File: config.mk
export PLATFORM = sky130hd
export DESIGN_NAME = rcsbp_top
export DESIGN_NICKNAME = d
export VERILOG_FILES = /design/src/rcsbp_pkg.sv /design/src/rcsbp_cs_decode.sv /design/src/rcsbp_top.sv
export SDC_FILE = /design/constraint.sdc
export NUM_CORES = 1
export LEC_CHECK = 0
export BUFFER_PORTS_ARGS = -buffer_cell sky130_fd_sc_hd__buf_2
export CORE_UTILIZATION = 25
export CTS_CLUSTER_DIAMETER = 50
export DETAILED_ROUTE_END_ITERATION = 8
export GPL_TIMING_DRIVEN = 1
export PLACE_DENSITY_LB_ADDON = 0.05
export SLEW_MARGIN = 15
export SYNTH_ARGS = -nofsm -noshare
export SYNTH_HDL_FRONTEND = slang
export SYNTH_SLANG_ARGS = --single-unit
File: constraint.sdc
create_clock -name core_clk -period 3.4 [get_ports core_clk]
set_clock_uncertainty 0.15 [all_clocks]
set_input_delay 0.34 -clock core_clk [delete_from_list [all_inputs] [get_ports core_clk]]
set_output_delay 0.34 -clock core_clk [all_outputs]
set_load 0.005 [all_outputs]
File: src/rcsbp_pkg.sv
// Package with constants and carrier types for the ROM chip-select and bus pull-up block.
//
// Notes on behaviour
// - Address pull-up four clocks after grant.
// - Data pull-up while data bus idle.
// - Eight ROM selects, each own control.
// - Capacity 32 to 256 Mbit sets compare width.
// - 256 Mbit compares address bit 25.
// - 128 Mbit compares address bits 25:24.
// - 64 Mbit compares address bits 25:23.
// - 32 Mbit compares address bits 25:22.
// - Assert only during selected area access.
// - Select 0 area 0 also takes area-0 pin.
// - Pin changeover after next area-0 access.
package rcsbp_pkg;

  // =====================================================================
  // Widths and counts
  // =====================================================================
  localparam int unsigned NUM_SELECTS    = 8;
  localparam int unsigned ADDR_WIDTH     = 26;
  localparam int unsigned DATA_WIDTH     = 32;
  localparam int unsigned PULLUP_CLOCKS  = 4;
  localparam int unsigned PULL_CNT_WIDTH = 3;

  // =====================================================================
  // Field positions and encodings
  // =====================================================================
  localparam int unsigned ADDR_TOP_BIT   = 25;
  localparam logic [1:0]  CAP_32M        = 2'h0;
  localparam logic [1:0]  CAP_64M        = 2'h1;
  localparam logic [1:0]  CAP_128M       = 2'h2;
  localparam logic [1:0]  CAP_256M       = 2'h3;
  localparam logic [1:0]  PORT_MODE_ALT  = 2'h0;
  localparam logic [1:0]  PORT_MODE_RST  = 2'h2;
  localparam logic        AREA_SEL_ZERO  = 1'h0;

  // =====================================================================
  // Carrier types
  // =====================================================================
  // One chip-select control register.
  typedef struct packed {
    logic       area_select;
    logic       capacity_sel_hi;
    logic       capacity_sel_lo;
    logic [3:0] compare;
  } rcsbp_ctrl_t;

  // One external bus access as seen by the controller.
  typedef struct packed {
    logic                  active;
    logic                  area0;
    logic                  area2;
    logic [ADDR_WIDTH-1:0] addr;
  } rcsbp_access_t;

  // Pull-up engine state.
  typedef enum logic [2:0] {
    RCSBP_OWN     = 3'h1,
    RCSBP_PULLING = 3'h2,
    RCSBP_HELD    = 3'h4
  } rcsbp_pull_state_t;

endpackage

File: src/rcsbp_cs_decode.sv
// One ROM chip-select decoder with a registered active-low output.
`timescale 1ns/10ps
module rcsbp_cs_decode
  import rcsbp_pkg::*;
(
  // Clock and reset
  input  wire logic          core_clk,
  input  wire logic          rst,
  // Control and access
  input  wire rcsbp_ctrl_t   ctrl,
  input  wire rcsbp_access_t acc,
  // Select
  output logic               rom_chip_select_n
);

  // =====================================================================
  // Address compare
  // =====================================================================
  // Compare width grows as capacity shrinks; unused compare bits are ignored.
  wire logic [1:0] cap_code = {ctrl.capacity_sel_hi, ctrl.capacity_sel_lo};
  wire logic [3:0] top_bits = acc.addr[ADDR_TOP_BIT -: 4];
  wire logic [3:0] cmp_mask = (cap_code == CAP_256M) ? 4'h8 :
                              (cap_code == CAP_128M) ? 4'hC :
                              (cap_code == CAP_64M)  ? 4'hE :
                                                       4'hF;
  wire logic       addr_hit = ((top_bits ^ ctrl.compare) & cmp_mask) == 4'h0;
  wire logic       area_hit = (ctrl.area_select == AREA_SEL_ZERO) ? acc.area0 : acc.area2;
  wire logic       next_sel = acc.active && area_hit && addr_hit;

  // Output is registered so the pin never glitches on address decode.
  always_ff @(posedge core_clk) begin
    if (rst) begin
      rom_chip_select_n <= 1'h1;
    end else begin
      rom_chip_select_n <= ~next_sel;
    end
  end

endmodule

File: src/rcsbp_top.sv
// Top level of the ROM chip-select and bus pull-up block.
`timescale 1ns/10ps
module rcsbp_top
  import rcsbp_pkg::*;
#(
  parameter int unsigned SELECTS = NUM_SELECTS
)
(
  // Clock and reset
  input  wire logic                            core_clk,
  input  wire logic                            rst,
  // Bus control bits
  input  wire logic                            addr_pullup_en,
  input  wire logic                            data_pullup_en,
  // Chip-select control registers and port C modes
  input  wire rcsbp_ctrl_t [SELECTS-1:0]       rom_cs_ctrl_reg,
  input  wire logic [SELECTS-1:0][1:0]         port_c_ctrl_reg,
  // Bus state from the controller
  input  wire rcsbp_access_t                   access,
  input  wire logic                            access_done,
  input  wire logic                            data_bus_busy,
  input  wire logic                            bus_grant,
  // Select outputs
  output logic [SELECTS-1:0]                   rom_chip_select_n,
  output logic [SELECTS-1:0]                   port_c_pin_is_cs,
  output logic                                 area0_pin_is_cs,
  output logic                                 area0_select_n,
  output logic                                 area2_select_n,
  // Pull-up enables
  output logic                                 addr_pullup_on,
  output logic                                 data_pullup_on
);

  // =====================================================================
  // Elaboration checks
  // =====================================================================
  if (SELECTS < 1 || SELECTS > NUM_SELECTS) begin : g_bad_selects
    $error("SELECTS must be between one and eight.");
  end

  // =====================================================================
  // Chip-select decoders
  // =====================================================================
  wire logic [SELECTS-1:0] cs_raw_n;

  // One decoder per select, each governed by its own control register.
  for (genvar i = 0; i < SELECTS; i++) begin : g_cs
    rcsbp_cs_decode u_dec (
      .core_clk          (core_clk),
      .rst               (rst),
      .ctrl              (rom_cs_ctrl_reg[i]),
      .acc               (access),
      .rom_chip_select_n (cs_raw_n[i])
    );
  end

  // =====================================================================
  // Pin changeover
  // =====================================================================
  // Port writes land late, so the mode takes effect only after an area-0 access.
  wire logic [SELECTS-1:0] mode_alt;
  for (genvar i = 0; i < SELECTS; i++) begin : g_mode
    assign mode_alt[i] = port_c_ctrl_reg[i] == PORT_MODE_ALT;
  end
  wire logic area0_done  = access_done && access.area0;
  wire logic next_a0_cs  = mode_alt[0] && (rom_cs_ctrl_reg[0].area_select == AREA_SEL_ZERO);

  always_ff @(posedge core_clk) begin
    if (rst) begin
      port_c_pin_is_cs <= '0;
      area0_pin_is_cs  <= 1'h0;
    end else if (area0_done) begin
      port_c_pin_is_cs <= mode_alt;
      area0_pin_is_cs  <= next_a0_cs;
    end
  end

  // Pin state as it stood when the current decode was taken. The access that
  // performs the changeover must still run on the old pin function, so the
  // select outputs are gated by this delayed copy, which lines up with the
  // registered decode in each select decoder.
  logic [SELECTS-1:0] pin_was_cs;
  logic               a0_pin_was_cs;
  logic               a0_plain_n;

  always_ff @(posedge core_clk) begin
    if (rst) begin
      pin_was_cs <= '0;
    end else begin
      pin_was_cs <= port_c_pin_is_cs;
    end
  end

  // Selects drive low only on pins that had switched over before the access.
  assign rom_chip_select_n = cs_raw_n | ~pin_was_cs;

  // Plain area selects are registered like the ROM selects to keep timing equal.
  wire logic next_a0_n = ~(access.active && access.area0);
  wire logic next_a2_n = ~(access.active && access.area2);

  // The plain area-0 select and the pin function are kept apart, so that the
  // switched pin shows the select-0 decode with the same one-cycle delay.
  always_ff @(posedge core_clk) begin
    if (rst) begin
      a0_plain_n     <= 1'h1;
      a0_pin_was_cs  <= 1'h0;
      area2_select_n <= 1'h1;
    end else begin
      a0_plain_n     <= next_a0_n;
      a0_pin_was_cs  <= area0_pin_is_cs;
      area2_select_n <= next_a2_n;
    end
  end

  // Once switched, the area-0 pin carries select 0 instead of the plain select.
  assign area0_select_n = a0_pin_was_cs ? cs_raw_n[0] : a0_plain_n;

  // =====================================================================
  // Address pull-up
  // =====================================================================
  rcsbp_pull_state_t                 pull_state;
  rcsbp_pull_state_t                 next_pull_state;
  logic [PULL_CNT_WIDTH-1:0]         pull_cnt;
  logic [PULL_CNT_WIDTH-1:0]         next_pull_cnt;
  localparam logic [PULL_CNT_WIDTH-1:0] PULL_LAST = PULL_CNT_WIDTH'(PULLUP_CLOCKS - 1);

  // The pull lasts four clocks from grant; afterwards the master drives the pins.
  always_comb begin
    next_pull_state = pull_state;
    next_pull_cnt   = pull_cnt;
    case (pull_state)
      RCSBP_OWN: begin
        if (bus_grant && addr_pullup_en) begin
          next_pull_state = RCSBP_PULLING;
          next_pull_cnt   = '0;
        end else if (bus_grant) begin
          next_pull_state = RCSBP_HELD;
        end
      end
      RCSBP_PULLING: begin
        if (!bus_grant) begin
          next_pull_state = RCSBP_OWN;
        end else if (pull_cnt == PULL_LAST) begin
          next_pull_state = RCSBP_HELD;
        end else begin
          next_pull_cnt = pull_cnt + 1'h1;
        end
      end
      RCSBP_HELD: begin
        if (!bus_grant) begin
          next_pull_state = RCSBP_OWN;
        end
      end
      default: begin
        next_pull_state = RCSBP_OWN;
      end
    endcase
  end

  always_ff @(posedge core_clk) begin
    if (rst) begin
      pull_state <= RCSBP_OWN;
      pull_cnt   <= '0;
    end else begin
      pull_state <= next_pull_state;
      pull_cnt   <= next_pull_cnt;
    end
  end

  assign addr_pullup_on = pull_state == RCSBP_PULLING;

  // =====================================================================
  // Data pull-up
  // =====================================================================
  // Pulled up whenever no read or write uses the data bus.
  always_ff @(posedge core_clk) begin
    if (rst) begin
      data_pullup_on <= 1'h0;
    end else begin
      data_pullup_on <= data_pullup_en && !data_bus_busy;
    end
  end

endmodule

==> results.yml, run 1 <==
clock_network:
  postCtsHoldBufs: 0
  clockBufferDepth: 2
  clock-sinks: 35
  numCtsBuffers: 5
  cts_tree: "built"
  clk_pin_slew_worst_paths_ps: 70
  cts_max_level: 2
  cts_setup_buffers: 0
  insertion_delay_ps: 280
  post_cts_resize_count: 0
  clock-root-buffer: "clkbuf_8"
sta:
  setup_tns_ps: 0
  finalHoldViolations: 0
  period_minus_slack_ps: 1805
  worst_pin_slew_ps: 464.3
  hold_ws_ps: 61.04
  slew_violations: 0
  max_slew_margin: 0.6905
  max_freq_mhz: 554.0
  setup_viol: 0
  fin_ws_ps: 1595
  post-route-period-util: 0.5309
  rsz0062_at_grt: "false"
status:
  status: "complete, no violations"
floorplan:
  die_area_mm2: 0.007576
  start_util: 0.2618
  core_mm2: 0.006907
  die_w_um: 87.04
  row_count: 30
  io-pin-count: 129
  die_h_um: 87.04
worst_setup_path:
  worst-path-max-fanout: 8
  critPathLaunchType: "register"
  critPathCaptureType: "output pin"
  crit_type: "register to output pin"
  required_ps: 2910
  arrival_ps: 1320
synth:
  synth_edf_count: 0
  synthDistinctLibCells: 33
  ys_async_sr_fraction: 0
  syn-cell-area_mm2: 0.001808
  synthCells: 208
  synth_area_per_cell_um2: 8.692
  synth_fp_nets: 318
  yosysSeqAreaShare: 0.3875
  synth_seq_cells: 35
  synthFlopType: "dfxtp_1"
  yosys_warnings: 0
grt:
  grt_pass1_wl_mm: 7.590
  track_usage: 0.1331
  grt_max_degree: 26
  grt_pass1_vias: 1600
  grt-ovfl-total: 0
  antenna_found_initial: 0
routing:
  ant_nets: 0
  num_vias: 1700
  first_pass_iters: 4
  viasPerCell: 4.167
  finalWirelength_mm: 4.889
  drt_iter0_drc: 54
  wl_per_cell_um: 11.98
  drc: 0
placed_design:
  dpl_worst_slack_ps: 1516
  placed_area_mm2: 0.002406
  finalWeightedCongestion: 0.7131
  placed_cells: 400
  dp_hpwl_mm: 3.862
  port_buffers: 106
pwr:
  leakagePower_nw: 1.142
  p_per_area_mw_per_mm2: 369.4
  p_int_mw: 0.6914
  seqPwrFrac: 0.466
  p_switching_mw: 0.2344
  power_mw: 0.9259
  p_clk_frac: 0.360
  comb_power_share: 0.175
  switching_share: 0.2532
  ir_drop_uv: 117.8
finish:
  area_delta_synth_final_pct: 38.62
  nets: 421
  stdcell_count: 408
  drive_above_1_share: 0.3814
  n_antenna_cell: 0
  utilization: 0.3629
  final_area_mm2: 0.002506
worst_hold_path:
  min_path_type: "input pin to register"
run:
  maxCapViolations: 0
==> cell usage in the layout (no fill, tap or decap), types with 2 or more instances in the layout <==
cell type,instances
nor3_1,9
nand2b_1,8
mux2i_1,9
inv_1,2
nor4_1,9
o21ai_0,9
xor2_1,17
nor2_1,31
nand2_1,5
dfxtp_1,35
clkbuf_8,7
nor2b_1,11
ha_1,2
mux2_1,2
buf_2,106
a21oi_1,20
xnor2_1,16
==> state kept, by name, indices dropped and copies added, names as in the netlist <==
signal and cells:
port_c_pin_is_cs 8, area0_pin_is_cs 1, a0_pin_was_cs 1, g_cs.u_dec.rom_chip_select_n 8
area2_select_n 1, a0_plain_n 1, pull_state 3, pull_cnt 3
data_pullup_on 1, pin_was_cs 8
==> cell families (layout without fill, tap and decap cells) <==
kind of cell | Yosys count | in the layout | share of synthesized area
xor gates and xnor gates | 33 | 33 | 0.1599
DFF | 35 | 35 | 0.3875
AOI/OAI and AO/OA | 32 | 32 | 0.09481
buffers and inverters | 12 | 116 | 0.03321
and+or+nand+nor | 82 | 82 | 0.2422
muxes | 12 | 12 | 0.06851
adders and majority gates | 2 | 2 | 0.01384
==> cells in the mapped netlist (2+ instances only) <==
| library cell | instances | share of area |
|---|---|---|
| nor4_1 | 9 | 0.031 |
| mux2_1 | 2 | 0.012 |
| o21ai_0 | 9 | 0.025 |
| nor2b_1 | 11 | 0.038 |
| a21oi_1 | 20 | 0.055 |
| xnor2_1 | 16 | 0.078 |
| buf_2 | 5 | 0.014 |
| dfxtp_1 | 35 | 0.39 |
| inv_1 | 2 | 0.0042 |
| nor2_1 | 31 | 0.064 |
| nand2b_1 | 8 | 0.028 |
| nor3_1 | 9 | 0.025 |
| xor2_1 | 17 | 0.082 |
| clkbuf_1 | 2 | 0.0042 |
| nand2_1 | 5 | 0.010 |
| ha_1 | 2 | 0.014 |
| mux2i_1 | 9 | 0.050 |
==> per-layer routing <==
metal,global-route usage,vias up,part of all wire
li1,-,905,-
met1,0.1778,706,0.48
met2,0.2011,83,0.41
met3,0.04550,6,0.092
met4,0.04091,0,0.013
met5,0,-,0
==> cell type report <==
| cell class | instances | area, µm² |
|---|---|---|
| Clock buffer | 8 | 100.1 |
| Fill cell | 804 | 4400 |
| Multi-Input combinational cell | 161 | 1047 |
| Sequential cell | 35 | 700.7 |
| Timing Repair Buffer | 106 | 530.5 |
| Inverter | 2 | 7.507 |
| Tap cell | 96 | 120.1 |
==> critical path, stage by stage, from the launching register on <==
cell	delay [ps]
dfxtp_1	500
nor3b_2	360
buf_2	180
==> power by group through the flow <==
stage               registers, mW  logic [mW]  clock network [mW]
finish                      0.431       0.162               0.333
global route                0.433       0.183               0.358
global placement            0.441       0.165                   0
floorplan                   0.437      0.0935                   0
CTS                         0.431       0.165               0.346
detailed placement          0.441       0.165                   0
==> final timing paths <==
kind | startpoint | slack, ps | end | cells past startpoint
setup reg to reg | pull_cnt[0] | 1760 | pull_cnt[0] | 5
hold reg to reg | pull_cnt[1] | 330 | pull_cnt[1] | 2
hold / removal | data_bus_busy | 60 | data_pullup_on | 2
setup / recovery | pull_state[1] | 1590 | addr_pullup_on | 2
(Power assumes the default switching activity.)
==> run 2, diff against run 1 <==
Clock period 3.4 ns to 1.4 ns, I/O delays scaled along.
==> run 2 against run 1 <==
Effect of this change: sequential power rose by 140%; setup slack got worse by 1700 ps; clock power rose by 130%; critical endpoint is now pull_cnt[0]; via count rose by 7.8%; register-to-register slack got worse by 1800 ps; count of clock-buffer cells in the layout did not move; sequential share of layout area fell by 2.5 points; power rose by 150%; cell count rose by 6.1%; largest power group unchanged; critical path type is now register to register; the flow now finishes with violations (setup timing).
==> results.yml, run 2 (synthesis results as in run 1) <==
sta:
  worst_pin_slew_ps: 352.9
  slew_violations: 0
  setup_viol: 3
  finalHoldViolations: 0
  post-route-period-util: 1.053
  max_slew_margin: 0.7639
  rsz0062_at_grt: "true"
  fin_ws_ps: -74.04
  setup_tns_ps: -167.5
  max_freq_mhz: 678.4
  period_minus_slack_ps: 1474
worst_setup_path:
  critPathLaunchType: "register"
  worst-path-max-fanout: 3
  slowest_delay_ps: 340
  required_ps: 1410
  cp_common_cell: "ha_4"
  critPathSlowestCell: "dfxtp_2"
  arrival_ps: 1490
  crit_type: "register to register"
  critPathCaptureType: "register"
  critical_path.cell_chain: "ha_4 > ha_4 > o21ai_4 > nand3b_4 > mux2_4"
placed_design:
  finalWeightedCongestion: 0.7653
  port_buffers: 106
  dp_hpwl_mm: 3.916
  placed_cells: 408
grt:
  track_usage: 0.1319
  antenna_found_initial: 0
  grt_pass1_vias: 1709
  grt_max_degree: 25
  grt_pass1_wl_mm: 7.679
  grt-ovfl-total: 0
status:
  status: "finished, violations left"
  violations: "setup timing"
clock_network:
  insertion_delay_ps: 280
  cts_tree: "built"
  cts_max_level: 2
  clockBufferDepth: 2
  clock-root-buffer: "clkbuf_8"
  clk_pin_slew_worst_paths_ps: 70
  clock-sinks: 35
  numCtsBuffers: 5
routing:
  drt_iter0_drc: 22
  ant_nets: 0
  num_vias: 1832
  drc: 0
  viasPerCell: 4.231
  wl_per_cell_um: 11.57
  finalWirelength_mm: 5.011
  first_pass_iters: 4
pwr:
  p_per_area_mw_per_mm2: 817.2
  leakagePower_nw: 1.278
  ir_drop_uv: 306.9
floorplan:
  core_mm2: 0.006907
  die_h_um: 87.04
  row_count: 30
  io-pin-count: 129
  die_area_mm2: 0.007576
  start_util: 0.2618
  die_w_um: 87.04
finish:
  final_common_cell: "buf_2"
  stdcell_count: 433
  drive_above_1_share: 0.4154
  area_delta_synth_final_pct: 54.95
  final_cell_mix: "104 x buf_2, 31 x nor2_1, 30 x dfxtp_1"
  n_antenna_cell: 0
  largest_registers: "g_cs.u_dec.rom_chip_select_n x8, pin_was_cs x8, port_c_pin_is_cs x8"
  nets: 446
worst_hold_path:
  min_path_type: "input pin to register"
run:
  maxCapViolations: 0
[run 2: cell types whose count changed in the layout (fill, tap and decap cells not counted), sizes merged]
cell,previous run,this run
buf,106,117
clkbuf,8,9
dlygate4sd3,0,13
[run 2: worst max-delay path: cells and delay by family, from the launching register on]
| kind | cells | cell delay [ps] |
|---|---|---|
| simple gates | 1 | 120 |
| fa+ha+maj | 2 | 320 |
| compound gates | 1 | 140 |
| flops | 1 | 340 |
| mux | 1 | 300 |
[run 2: area by class of cell]
type,count,area (µm²)
Sequential cell,35,711.9
Timing Repair Buffer,131,759.5
Tap cell,96,120.1
Fill cell,768,4105
Clock buffer,8,100.1
Multi-Input combinational cell,161,1102
Inverter,2,7.507
[run 2: worst paths after layout]
path,from,to,cells after the start,slack [ps]
max,pull_cnt[1],pull_cnt[0],5,-70
min,port_c_ctrl_reg[13],port_c_pin_is_cs[6],4,10
max reg2reg,pull_cnt[1],pull_cnt[0],5,-70
min reg2reg,port_c_pin_is_cs[1],pin_was_cs[1],1,340
[run 2: metal layers]
layer  vias up  GRT usage  wire length (µm)
met5         -          0                 0
met4         0    0.02273                18
met3         3    0.03791               278
met2        59     0.2269              2507
met1       809     0.1650              2206
li1        961          -                 -
[run 2: what timing repair did]
action | 4_1_cts | 5_1_grt
gates resized for setup | 6 | 3
pin swaps | 0 | 1
hold endpoints to repair | 12 | 0
setup buffers | 1 | 3
endpoints found under the setup margin | 4 | 9
hold buffers | 13 | 0
[run 2: per-stage QoR]
stage	area [µm²]	hold slack (ps)	setup WS (ps)	power [mW]	utilization
3_5_place_dp	2510	156.9	-82.88	1.491	0.3634
6_report	2801	11.82	-74.04	2.289	0.4056
2_1_floorplan	1852	61.61	-44.00	1.293	-
5_1_grt	2801	20.34	-118.3	2.432	0.4056
3_3_place_gp	2510	156.6	-63.28	1.490	0.3634
4_1_cts	2768	1.536	-82.25	2.324	0.4007
[run 2: report_power, final]
group	total [mW]	internal, mW	switching (mW)
logic	0.463	0.258	0.204
clock network	0.782	0.449	0.334
registers	1.04	1.02	0.0209
==> run 3, diff against run 2 <==
--- a/config.mk
+++ b/config.mk
@@ -8,2 +8,3 @@
 export BUFFER_PORTS_ARGS = -buffer_cell sky130_fd_sc_hd__buf_2
+export CORE_MARGIN = 5
 export CORE_UTILIZATION = 25
@@ -17 +18,2 @@
 export SYNTH_SLANG_ARGS = --single-unit
+export TNS_END_PERCENT = 5
--- a/constraint.sdc
+++ b/constraint.sdc
@@ -4,2 +4,2 @@
 set_output_delay 0.14 -clock core_clk [all_outputs]
-set_load 0.005 [all_outputs]
+set_load 0.05 [all_outputs]
==> run 3 against run 2 <==
Effect of this change: the flow still finishes with violations (setup timing); first-iteration DRC count up 55%; global-route usage down 0.39 points; sequential power is essentially flat; sequential share of layout area hardly changed; via count down 3.1%; sequential cell count unchanged; count of clock-buffer cells in the layout down 3; register-to-register slack about the same; worst hold slack got worse by 2.3 ps; critical path type unchanged.
==> results.yml, run 3 (synthesis results as in run 1) <==
finish:
  n_antenna_cell: 0
  nets: 445
  area_delta_synth_final_pct: 54.95
  final_cell_mix: "104 x buf_2, 31 x nor2_1, 31 x dfxtp_1"
  largest_registers: "g_cs.u_dec.rom_chip_select_n x8, pin_was_cs x8, port_c_pin_is_cs x8"
  drive_above_1_share: 0.4167
  final_common_cell: "buf_2"
  stdcell_count: 435
worst_setup_path:
  worst-path-max-fanout: 3
  r2r_end: "pull_cnt[0]"
  required_ps: 1420
  reg2reg_slack_ps: -90
  critPathLaunchType: "register"
  crit_type: "register to register"
  critPathCaptureType: "register"
  rr_worst_depth: 5
  arrival_ps: 1510
  reg2reg_from: "pull_cnt[1]"
grt:
  grt_max_degree: 25
  grt_pass1_vias: 1882
  grt_pass1_wl_mm: 8.887
  track_usage: 0.1281
  antenna_found_initial: 0
  grt-ovfl-total: 0
sta:
  rsz0062_at_grt: "true"
  finalHoldViolations: 0
  max_slew_margin: 0.7673
  max_freq_mhz: 672.1
  post-route-period-util: 1.063
  slew_violations: 0
  worst_pin_slew_ps: 347.9
  period_minus_slack_ps: 1488
  setup_viol: 4
  fin_ws_ps: -87.93
clock_network:
  clock-sinks: 35
  cts_max_level: 2
  clock-root-buffer: "clkbuf_8"
  clockBufferDepth: 2
  cts_tree: "built"
  clk_pin_slew_worst_paths_ps: 70
  numCtsBuffers: 5
  insertion_delay_ps: 280
routing:
  drt_iter0_drc: 34
  finalWirelength_mm: 5.649
  drc: 0
  viasPerCell: 4.083
  ant_nets: 0
  first_pass_iters: 4
  num_vias: 1776
  wl_per_cell_um: 12.99
floorplan:
  die_area_mm2: 0.009033
  io-pin-count: 129
  core_mm2: 0.007137
  start_util: 0.2533
  die_h_um: 95.04
  die_w_um: 95.04
  row_count: 31
worst_hold_path:
  min_from: "port_c_ctrl_reg[4]"
  hold_depth: 4
  min_path_type: "input pin to register"
  hold_end: "port_c_pin_is_cs[2]"
run:
  maxCapViolations: 0
pwr:
  ir_drop_uv: 281.0
  power_mw: 2.273
  leakagePower_nw: 1.269
  p_per_area_mw_per_mm2: 811.5
status:
  violations: "setup timing"
  status: "finished, violations left"
placed_design:
  dpl_worst_slack_ps: -118.6
  placed_cells: 412
  dp_hpwl_mm: 4.387
  finalWeightedCongestion: 0.7642
  port_buffers: 106
run 3: cell count changes in the layout (fill, tap and decap cells not counted):
cell | before | now
buf_4 | 12 | 9
buf_6 | 1 | 4
clkbuf_8 | 7 | 5
clkbuf_1 | 1 | 0
clkbuf_4 | 1 | 0
clkinv_2 | 0 | 1
clkinvlp_4 | 0 | 1
dfxtp_1 | 30 | 31
dfxtp_2 | 3 | 2
inv_4 | 0 | 1
nor4bb_1 | 1 | 0
nor4bb_2 | 0 | 1
run 3: worst max-delay path by stage:
| stage | startpoint | slack [ps] | endpoint |
|---|---|---|---|
| 2_1_floorplan | pull_state[0] | -100 | pull_cnt[0] |
| 3_3_place_gp | pull_cnt[0] | -100 | pull_cnt[0] |
| 3_5_place_dp | pull_cnt[0] | -120 | pull_cnt[0] |
| 4_1_cts | pull_state[0] | -90 | addr_pullup_on |
| 5_1_grt | pull_cnt[0] | -120 | pull_cnt[0] |
| 6_report | pull_cnt[1] | -90 | pull_cnt[0] |
run 3: power breakdown:
group / total (mW) / internal [mW] / switching [mW] / leakage [nW]
Sequential: 1.05 / 1.02 / 0.0232 / 0.286
Clock: 0.719 / 0.347 / 0.371 / 0.0445
Combinational: 0.510 / 0.263 / 0.247 / 0.938
Total: 2.27 / 1.63 / 0.642 / 1.27
run 3: what timing repair did:
action,CTS,global route
hold buffers,13,0
setup buffers,2,0
endpoints found under the setup margin,6,7
pin swaps,3,2
gates resized for setup,15,2
hold endpoints to repair,11,0
run 3: per-layer routing:
layer / GRT usage / wire (µm) / vias up / share of wire
met4: 0.04207 / 76 / 0 / 0.013
met2: 0.1967 / 2336 / 83 / 0.41
li1: - / - / 956 / -
met5: 0 / 0 / - / 0
met3: 0.04736 / 584 / 5 / 0.10
met1: 0.1659 / 2653 / 732 / 0.47
run 3: worst max-delay path, cell delays in order (launching register included):
cell	delay [ps]
dfxtp_2	340
ha_4	160
ha_4	160
o21ai_4	140
nand3b_4	110
mux2_4	300
run 3: final cells by class:
| class | instances | area [µm²] |
|---|---|---|
| fillers | 773 | 4335 |
| multi-input cells | 161 | 1109 |
| repair buffers | 130 | 763.2 |
| flip-flops and latches | 35 | 710.7 |
| well taps | 99 | 123.9 |
| clock buffers | 5 | 68.82 |
| clock inverters | 3 | 18.77 |
| inverters | 2 | 7.507 |
run 3: metrics by stage:
stage	TNS [ps]	hold WS [ps]	util	instance area (µm²)
5_1_grt	-499.1	17.28	0.3925	2801
3_5_place_dp	-327.3	157.6	0.3501	2499
2_1_floorplan	-239.4	61.61	-	1829
4_1_cts	-319.3	1.249	0.3911	2791
6_report	-249.9	9.488	0.3925	2801
3_3_place_gp	-275.7	154.5	0.3501	2499
